`config.mk`:
```
export PLATFORM = sky130hd
export DESIGN_NAME = ppc_phase_ctrl
export DESIGN_NICKNAME = d
export VERILOG_FILES = /design/src/rtl/ppc_pkg.sv /design/src/rtl/ppc_ms_timer.sv /design/src/rtl/ppc_attempt_counter.sv /design/src/rtl/ppc_phase_ctrl.sv
export SDC_FILE = /design/constraint.sdc
export NUM_CORES = 1
export LEC_CHECK = 0
export ABC_AREA = 0
export BUFFER_PORTS_ARGS = -buffer_cell sky130_fd_sc_hd__clkbuf_2
export CORE_ASPECT_RATIO = 1.75
export CORE_MARGIN = 2
export CORE_UTILIZATION = 55
export CTS_CLUSTER_DIAMETER = 40
export DETAILED_ROUTE_END_ITERATION = 8
export PLACE_DENSITY_LB_ADDON = 0.1
export SLEW_MARGIN = 20
export SYNTH_ARGS = -nofsm -noshare
export SYNTH_HDL_FRONTEND = slang
export SYNTH_HIERARCHICAL = 1
export SYNTH_SLANG_ARGS = --single-unit
```
`constraint.sdc`:
```
create_clock -name clk_in -period 3.3 [get_ports clk_in]
set_input_delay 0.495 -clock clk_in [delete_from_list [all_inputs] [get_ports clk_in]]
set_output_delay 0.495 -clock clk_in [all_outputs]
set_load 0.05 [all_outputs]
```
`src/rtl/ppc_pkg.sv`:
```
// Shared types and constants for the ping and phase control block
package ppc_pkg;

  // Clock and time base
  localparam int unsigned CLK_HZ = 40_000_000;
  localparam int unsigned MS_PER_S = 1000;
  localparam int unsigned MS_CYCLES = CLK_HZ / MS_PER_S;
  localparam int unsigned MS_W = 8;

  // Phase timing, in milliseconds
  localparam logic [7:0] T_PING_MS = 8'h41;
  localparam logic [7:0] T_TERMINATE_MS = 8'h1C;
  localparam logic [7:0] T_FIRST_MS = 8'h14;
  localparam logic [7:0] T_EXPIRE_MS = 8'h5A;

  // Removal deadline in cycles; power is cut on the decision cycle itself
  localparam int unsigned T_TERMINATE_CYC = 28 * MS_CYCLES;

  // Attempt limit and end-of-transfer codes that count as failures
  localparam int unsigned ATTEMPT_LIMIT = 3;
  localparam int unsigned ATTEMPT_W = 2;
  localparam logic [7:0] EPT_NO_RESPONSE = 8'h08;
  localparam logic [7:0] EPT_NEG_FAILURE = 8'h0A;

  // Pin inputs synchronised inside the block
  localparam int unsigned PIN_HALF = 0;
  localparam int unsigned PIN_REMOVED = 1;
  localparam int unsigned PIN_FOREIGN = 2;
  localparam int unsigned PIN_N = 3;

  typedef enum logic [2:0] {
    PH_SELECT,
    PH_PING,
    PH_ID_CFG,
    PH_NEGOTIATE,
    PH_CALIBRATE,
    PH_POWER,
    PH_RENEGOTIATE
  } ppc_phase_e;

  typedef enum logic [1:0] {
    PS_RAMP,
    PS_LISTEN,
    PS_RECV
  } ppc_ping_e;

  // Static configuration of the base station
  typedef struct packed {
    logic usb_powered;
    logic low_adapter;
    logic extended_profile;
    logic fod_ext;
  } ppc_cfg_s;

  // One-cycle events from the packet decoder
  typedef struct packed {
    logic start;
    logic end_seen;
    logic ok;
    logic err;
    logic is_ss;
    logic is_ept;
    logic [7:0] ept_code;
  } ppc_rx_s;

  // Timing reference pulses
  typedef struct packed {
    logic rx_start;
    logic rx_end;
    logic rx_preamble;
    logic tx_start;
    logic tx_end;
  } ppc_ref_s;

endpackage

```
`src/rtl/ppc_ms_timer.sv`:
```
// Restartable millisecond timer with its own cycle divider
`timescale 1ns/1ps
module ppc_ms_timer #(
  parameter int unsigned MS_CYCLES = 40000,
  parameter int unsigned MS_W = 8
) (
  input wire logic clk_in,
  input wire logic reset_n_in,
  input wire logic restart_in,
  output logic [MS_W-1:0] elapsed_ms_out
);
  localparam int unsigned DIV_W = $clog2(MS_CYCLES);
  localparam logic [DIV_W-1:0] DIV_LAST = DIV_W'(MS_CYCLES - 1);

  logic [DIV_W-1:0] div;

  generate
    if (MS_CYCLES < 2 || MS_W < 7) begin : g_bad
      $error("ppc_ms_timer: divider or width too small");
    end
  endgenerate

  // Divider restarts too, so a restart gives whole milliseconds from here
  always_ff @(posedge clk_in or negedge reset_n_in) begin
    if (!reset_n_in) begin
      div <= '0;
    end else if (restart_in || div == DIV_LAST) begin
      div <= '0;
    end else begin
      div <= div + 1'b1;
    end
  end

  // Saturates rather than wraps, so a late check still sees expiry
  always_ff @(posedge clk_in or negedge reset_n_in) begin
    if (!reset_n_in) begin
      elapsed_ms_out <= '0;
    end else if (restart_in) begin
      elapsed_ms_out <= '0;
    end else if (div == DIV_LAST && elapsed_ms_out != '1) begin
      elapsed_ms_out <= elapsed_ms_out + 1'b1;
    end
  end
endmodule // ppc_ms_timer

```
`src/rtl/ppc_attempt_counter.sv`:
```
// Saturating count of unsuccessful attempts by the receiver on the surface
`timescale 1ns/1ps
module ppc_attempt_counter #(
  parameter int unsigned LIMIT = 3,
  parameter int unsigned W = 2
) (
  input wire logic clk_in,
  input wire logic reset_n_in,
  input wire logic fail_in,
  input wire logic clear_in,
  output logic blocked_out
);
  localparam logic [W-1:0] LIMIT_V = W'(LIMIT);

  logic [W-1:0] count;

  generate
    if (LIMIT < 1 || LIMIT >= (1 << W)) begin : g_bad
      $error("ppc_attempt_counter: limit does not fit width");
    end
  endgenerate

  // A failure in the removal cycle still counts, against a fresh start
  always_ff @(posedge clk_in or negedge reset_n_in) begin
    if (!reset_n_in) begin
      count <= '0;
    end else if (clear_in) begin
      count <= fail_in ? W'(1) : '0;
    end else if (fail_in && count != LIMIT_V) begin
      count <= count + 1'b1;
    end
  end

  always_ff @(posedge clk_in or negedge reset_n_in) begin
    if (!reset_n_in) begin
      blocked_out <= 1'b0;
    end else if (clear_in) begin
      blocked_out <= fail_in && LIMIT == 1;
    end else begin
      blocked_out <= (count == LIMIT_V) || (fail_in && count == LIMIT_V - 1'b1);
    end
  end
endmodule // ppc_attempt_counter

```
`src/rtl/ppc_phase_ctrl.sv`:
```
// Transmitter phase machine: selection, digital ping and the later phases
`timescale 1ns/1ps
module ppc_phase_ctrl #(
  parameter int unsigned MS_CYCLES = ppc_pkg::MS_CYCLES
) (
  input wire logic clk_in,
  input wire logic reset_n_in,
  input wire ppc_pkg::ppc_cfg_s cfg_in,
  input wire ppc_pkg::ppc_rx_s rx_in,
  input wire logic preamble_start_in,
  input wire logic current_half_in,
  input wire logic object_removed_in,
  input wire logic foreign_object_in,
  input wire logic select_ping_in,
  input wire logic id_advance_in,
  input wire logic cfg_done_in,
  input wire logic cfg_neg_in,
  input wire logic neg_done_in,
  input wire logic cal_done_in,
  input wire logic reneg_req_in,
  input wire logic reneg_done_in,
  input wire logic reneg_abort_in,
  input wire logic fod_reduce_in,
  input wire logic abort_in,
  input wire logic fsk_shift_zc_in,
  input wire logic fsk_return_zc_in,
  output ppc_pkg::ppc_phase_e phase_out,
  output logic power_on_out,
  output logic power_reduce_out,
  output logic contract_update_out,
  output logic attempts_blocked_out,
  output ppc_pkg::ppc_ref_s ref_out
);
  import ppc_pkg::*;

  ppc_phase_e next_phase;
  ppc_ping_e ping_sub;
  ppc_ping_e next_ping_sub;
  logic [PIN_N-1:0] pin_s1;
  logic [PIN_N-1:0] pin_s2;
  logic [PIN_N-1:0] pin_s3;
  logic [PIN_N-1:0] pin_clean;
  logic half_seen;
  logic removed_q;
  logic removal;
  logic foreign;
  logic [MS_W-1:0] elapsed_ms;
  logic timer_restart;
  logic blocked;
  logic ext_ok;
  logic rx_good;
  logic c_window;
  logic c_ss;
  logic c_first;
  logic c_other;
  logic fail_event;
  ppc_phase_e power_target;

  // Pin inputs: a change counts once the second and third stages agree
  always_ff @(posedge clk_in or negedge reset_n_in) begin
    if (!reset_n_in) begin
      pin_s1 <= '0;
      pin_s2 <= '0;
      pin_s3 <= '0;
      pin_clean <= '0;
      removed_q <= 1'b0;
    end else begin
      pin_s1 <= {foreign_object_in, object_removed_in, current_half_in};
      pin_s2 <= pin_s1;
      pin_s3 <= pin_s2;
      pin_clean <= (pin_s2 & pin_s3) | (pin_clean & (pin_s2 | pin_s3));
      removed_q <= pin_clean[PIN_REMOVED];
    end
  end

  assign half_seen = pin_clean[PIN_HALF];
  assign foreign = pin_clean[PIN_FOREIGN];
  assign removal = pin_clean[PIN_REMOVED] && !removed_q;

  // Restart at the window start and at every received start and end
  assign timer_restart = (phase_out == PH_PING && ping_sub == PS_RAMP && half_seen)
                         || rx_in.start || rx_in.end_seen;

  ppc_ms_timer #(
    .MS_CYCLES(MS_CYCLES),
    .MS_W(MS_W)
  ) u_timer (
    .clk_in(clk_in),
    .reset_n_in(reset_n_in),
    .restart_in(timer_restart),
    .elapsed_ms_out(elapsed_ms)
  );

  assign rx_good = rx_in.end_seen && rx_in.ok;
  assign fail_event = rx_good && rx_in.is_ept
                      && (rx_in.ept_code == EPT_NO_RESPONSE || rx_in.ept_code == EPT_NEG_FAILURE
                          || phase_out == PH_POWER);

  ppc_attempt_counter #(
    .LIMIT(ATTEMPT_LIMIT),
    .W(ATTEMPT_W)
  ) u_attempts (
    .clk_in(clk_in),
    .reset_n_in(reset_n_in),
    .fail_in(fail_event),
    .clear_in(removal),
    .blocked_out(blocked)
  );

  assign ext_ok = cfg_in.extended_profile && cfg_in.fod_ext;
  assign power_target = (cfg_in.usb_powered && blocked) ? PH_SELECT : PH_POWER;

  // Ping conditions, each evaluated only while the ping is still open
  assign c_window = phase_out == PH_PING && ping_sub == PS_LISTEN
                    && elapsed_ms >= T_PING_MS && !rx_in.start;
  assign c_ss = phase_out == PH_PING && ping_sub != PS_RAMP && rx_good && rx_in.is_ss;
  assign c_first = phase_out == PH_PING && ping_sub == PS_RECV
                   && ((elapsed_ms >= T_FIRST_MS && !rx_good) || rx_in.err);
  assign c_other = phase_out == PH_PING && ping_sub != PS_RAMP && rx_good && !rx_in.is_ss;

  always_comb begin
    next_phase = phase_out;
    case (phase_out)
      PH_SELECT: begin
        if (select_ping_in && !foreign && !(cfg_in.low_adapter && blocked)) begin
          next_phase = PH_PING;
        end
      end
      PH_PING: begin
        // Earlier conditions take precedence; no advance means selection
        if (c_window) begin
          next_phase = PH_SELECT;
        end else if (c_ss) begin
          next_phase = id_advance_in ? PH_ID_CFG : PH_SELECT;
        end else if (c_first || c_other) begin
          next_phase = PH_SELECT;
        end
      end
      PH_ID_CFG: begin
        if (abort_in) begin
          next_phase = PH_SELECT;
        end else if (cfg_done_in) begin
          next_phase = (cfg_neg_in && ext_ok) ? PH_NEGOTIATE : power_target;
        end
      end
      PH_NEGOTIATE: begin
        if (foreign || abort_in) begin
          next_phase = PH_SELECT;
        end else if (neg_done_in) begin
          next_phase = PH_CALIBRATE;
        end
      end
      PH_CALIBRATE: begin
        // Two load reports from the receiver are counted upstream
        if (abort_in) begin
          next_phase = PH_SELECT;
        end else if (cal_done_in) begin
          next_phase = power_target;
        end
      end
      PH_POWER: begin
        if (abort_in || (rx_good && rx_in.is_ept) || (foreign && !fod_reduce_in)) begin
          next_phase = PH_SELECT;
        end else if (reneg_req_in && ext_ok) begin
          next_phase = PH_RENEGOTIATE;
        end
      end
      PH_RENEGOTIATE: begin
        if (abort_in) begin
          next_phase = PH_SELECT;
        end else if (reneg_done_in || reneg_abort_in) begin
          next_phase = PH_POWER;
        end
      end
      default: begin
        next_phase = PH_SELECT;
      end
    endcase
  end

  always_comb begin
    next_ping_sub = ping_sub;
    case (ping_sub)
      PS_RAMP: begin
        if (phase_out == PH_PING && half_seen) begin
          next_ping_sub = PS_LISTEN;
        end
      end
      PS_LISTEN: begin
        if (rx_in.start) begin
          next_ping_sub = PS_RECV;
        end
      end
      PS_RECV: begin
        if (rx_good) begin
          next_ping_sub = PS_LISTEN;
        end
      end
      default: begin
        next_ping_sub = PS_RAMP;
      end
    endcase
    if (next_phase != PH_PING) begin
      next_ping_sub = PS_RAMP;
    end
  end

  always_ff @(posedge clk_in or negedge reset_n_in) begin
    if (!reset_n_in) begin
      phase_out <= PH_SELECT;
      ping_sub <= PS_RAMP;
    end else begin
      phase_out <= next_phase;
      ping_sub <= next_ping_sub;
    end
  end

  // Power is cut on the decision cycle, far inside any removal deadline
  always_ff @(posedge clk_in or negedge reset_n_in) begin
    if (!reset_n_in) begin
      power_on_out <= 1'b0;
    end else begin
      power_on_out <= next_phase != PH_SELECT;
    end
  end
  always_ff @(posedge clk_in or negedge reset_n_in) begin
    if (!reset_n_in) begin
      power_reduce_out <= 1'b0;
    end else if (next_phase != PH_POWER) begin
      power_reduce_out <= 1'b0;
    end else if (foreign && fod_reduce_in) begin
      power_reduce_out <= 1'b1;
    end
  end
  always_ff @(posedge clk_in or negedge reset_n_in) begin
    if (!reset_n_in) begin
      contract_update_out <= 1'b0;
    end else begin
      contract_update_out <= phase_out == PH_RENEGOTIATE && !abort_in
                             && reneg_done_in && !reneg_abort_in;
    end
  end

  always_ff @(posedge clk_in or negedge reset_n_in) begin
    if (!reset_n_in) begin
      attempts_blocked_out <= 1'b0;
      ref_out <= '0;
    end else begin
      attempts_blocked_out <= blocked;
      ref_out.rx_start <= rx_in.start;
      ref_out.rx_end <= rx_in.end_seen;
      ref_out.rx_preamble <= preamble_start_in;
      ref_out.tx_start <= fsk_shift_zc_in;
      ref_out.tx_end <= fsk_return_zc_in;
    end
  end
endmodule // ppc_phase_ctrl

```
==> reports/results.ini <==
[clock_tree]
ctsResizeCount=0
holdBufCountCts=0
clockBufferDepth=2
cts_tree=yes
post_cts_buffers=0
cts_buffers=5
cts.sinks=54
worstSkewPairLatency_ps=310
cts_root_buf=clkbuf_8
clkTransAtPathRegs_ps=100
cts-htree-levels=2

[final_layout]
drive_gt1_share_pct=24.0
diodes=0
fillers=388
seqCellArea_um2=1350
area_growth_pct=16.1
multi_input_area_um2=1170
instances_no_fill=356
nets=344

[global_routing]
grt_use_met1_pct=22.7
overflow=0
first_global_vias=2179
top_usage_layer=met2
met3_usage_pct=2.74
grtUsageTotal_pct=21.8
antenna_found_initial=0
grt_max_degree=39
grt_pass1_wl_mm=9.17
met2_usage_pct=42.3

[detailed_routing]
drt-vias-per-instance=5.91
wl_mm=5.28
wire_per_inst_um=14.8
drt_iter0_drc=78
route.detailed.drc=0
vias=2105
drtAntennaViolNets=0
dr.pass1.iters=4

[sta]
max_freq_ghz=0.419
finalSetupViolations=0
drv_slew=0
period_share_pct=72.3
fin_tns_setup_ps=0
skew_ps=8.52
worst_slew_margin_rel_pct=39.0
grt_setup_unrepaired=no
finalCriticalPeriod_ps=2390
tightest_slew_ps=914
final_hold_viol_count=0

[pwr]
powerDensity_nw_per_um2=476
p_sw_uw=412
p_int_mw=1.01
clock_power_share_pct=31.0
seq_power_share_pct=51.9
vdd_drop_max_mv=0.518
comb_power_share_pct=17.1
switching_share_pct=29.0
p_leak_nw=1.27

[outcome]
status=finished, final reports clean

[synth]
yosysMostFrequentCell=dfrtp_1
synth_top_area_share_pct=52.5
syn_avg_cell_area_um2=10.3
ys_seq_area_share_pct=52.5
synth_edf_count=0
synthDistinctLibCells=52
synth_nets=291
ys_seq_elements=54
synth_common_cells=dfrtp_1 (54), nor2_1 (34), nand3_1 (17)
syn_inst=250
syn_area_um2=2570
ys_warn_count=6
ys.flop_type=dfrtp_1
async_flop_share_pct=100
synth.largest_area_cell=dfrtp_1
synth_area_leaders=dfrtp_1 (52%), nor2_1 (5.0%), xnor2_1 (4.1%)

[die]
initial_core_util_pct=56.2
fp.dieH_um=94.5
dieArea_um2=5270
die_w_um=55.7
row_count=33
core_area_um2=4580
pin_count=49

[worst_setup_path]
crit_required_ps=3540
cp_cell_sequence=or4b_4 > or4_1 > or4_1 > a21oi_1
crit_top_cell=or4_1
criticalPathCategory=flop to flop
critical_path.max_stage_delay_ps=640
cp_slowest_cell=or4_1
critPathArrivalTime_ps=2630
critPathLaunchType=flop
endpoint_kind=flop
path_max_fanout=8

[place]
dp.cells=348
hpwlAfterDp_mm=4.05
port_buffers=47
gp_congestion=0.962

[hold_path]
hp-class=input port to flop

[flow_run]
cap_violations=0

power by group through the flow:
stage | clock [mW] | combinational [mW] | sequential, mW
after global routing | 0.481 | 0.267 | 0.747
final | 0.441 | 0.244 | 0.738
after global placement | 0 | 0.242 | 0.750
after detailed placement | 0 | 0.247 | 0.752
after floorplan | 0 | 0.108 | 0.799
after CTS | 0.459 | 0.248 | 0.738
worst paths after layout:
check,slack (ps),endpoint,cells after the start,start
worst max-delay path,910,u_timer/elapsed_ms_out[3],4,u_timer/div[8]
worst min-delay path,280,ref_out[2],1,preamble_start_in
worst max register to register,910,u_timer/elapsed_ms_out[3],4,u_timer/div[8]
worst min register to register,360,pin_s2[0],0,pin_s1[0]
max in group asynchronous,2240,u_timer/div[4],2,reset_n_in
min in group asynchronous,310,ref_out[3],1,reset_n_in
cell type report:
cell class                 count  area share, %
clock buffer                   5           2.30
clock inverter                 3           1.47
inverter                       8           1.00
multi-input combinational    184           39.2
sequential                    54           45.2
tap                           52           2.18
timing repair buffer          50           8.62
through the flow:
step | util (%) | power [mW] | cell area, µm² | hold WS (ps) | worst slack, ps
3_5_place_dp | 62.8 | 0.999 | 2880 | 335 | 922
2_1_floorplan | - | 0.906 | 2570 | 199 | 1030
4_1_cts | 65.2 | 1.45 | 2990 | 272 | 911
6_report | 65.2 | 1.42 | 2990 | 284 | 915
3_3_place_gp | 62.8 | 0.992 | 2880 | 332 | 956
5_1_grt | 65.2 | 1.49 | 2990 | 266 | 756
cells in the final DEF, fill, tap and decap left out, types with 5 or more instances in the layout:
master	count
a21oi_1	16
clkbuf_2	47
clkbuf_8	5
dfrtp_1	54
inv_1	6
nand2_1	10
nand3_1	17
nand4_1	9
nor2_1	34
nor3_1	9
nor4_1	9
o21ai_0	6
xnor2_1	12
registers in the layout (all words and copies together), names as in the netlist:
register                count
removed_q                   1
attempts_blocked_out        1
power_on_out                1
phase_out                   3
u_attempts/count            2
ping_sub                    2
pin_s3                      3
pin_clean                   3
pin_s2                      3
u_timer/elapsed_ms_out      8
u_timer/div                16
power_reduce_out            1
pin_s1                      3
contract_update_out         1
u_attempts/blocked_out      1
ref_out                     5
logic make-up after synthesis:
kind of cell | share of synthesized area, %
AO/OA/AOI/OAI | 9.62
XOR/XNOR | 4.76
adder cells (fa/ha/maj) | 3.11
buffers and inverters | 1.99
flip-flops | 52.5
AND/OR/NAND/NOR | 28.0
routing by layer:
| metal | part of all wire, % | up-vias | wire [µm] |
|---|---|---|---|
| met4 | 2.0 | 0 | 106 |
| met3 | 3.2 | 8 | 169 |
| met5 | 0 | - | 0 |
| li1 | - | 1028 | - |
| met1 | 36 | 1022 | 1920 |
| met2 | 58 | 47 | 3090 |
critical path: cells and delay by family, from the launching register on:
kind	cells	cell delay (ps)
DFF	1	450
and+or+nand+nor	3	1730
AOI/OAI and AO/OA	1	150
Power figures use the tool's default switching activity.
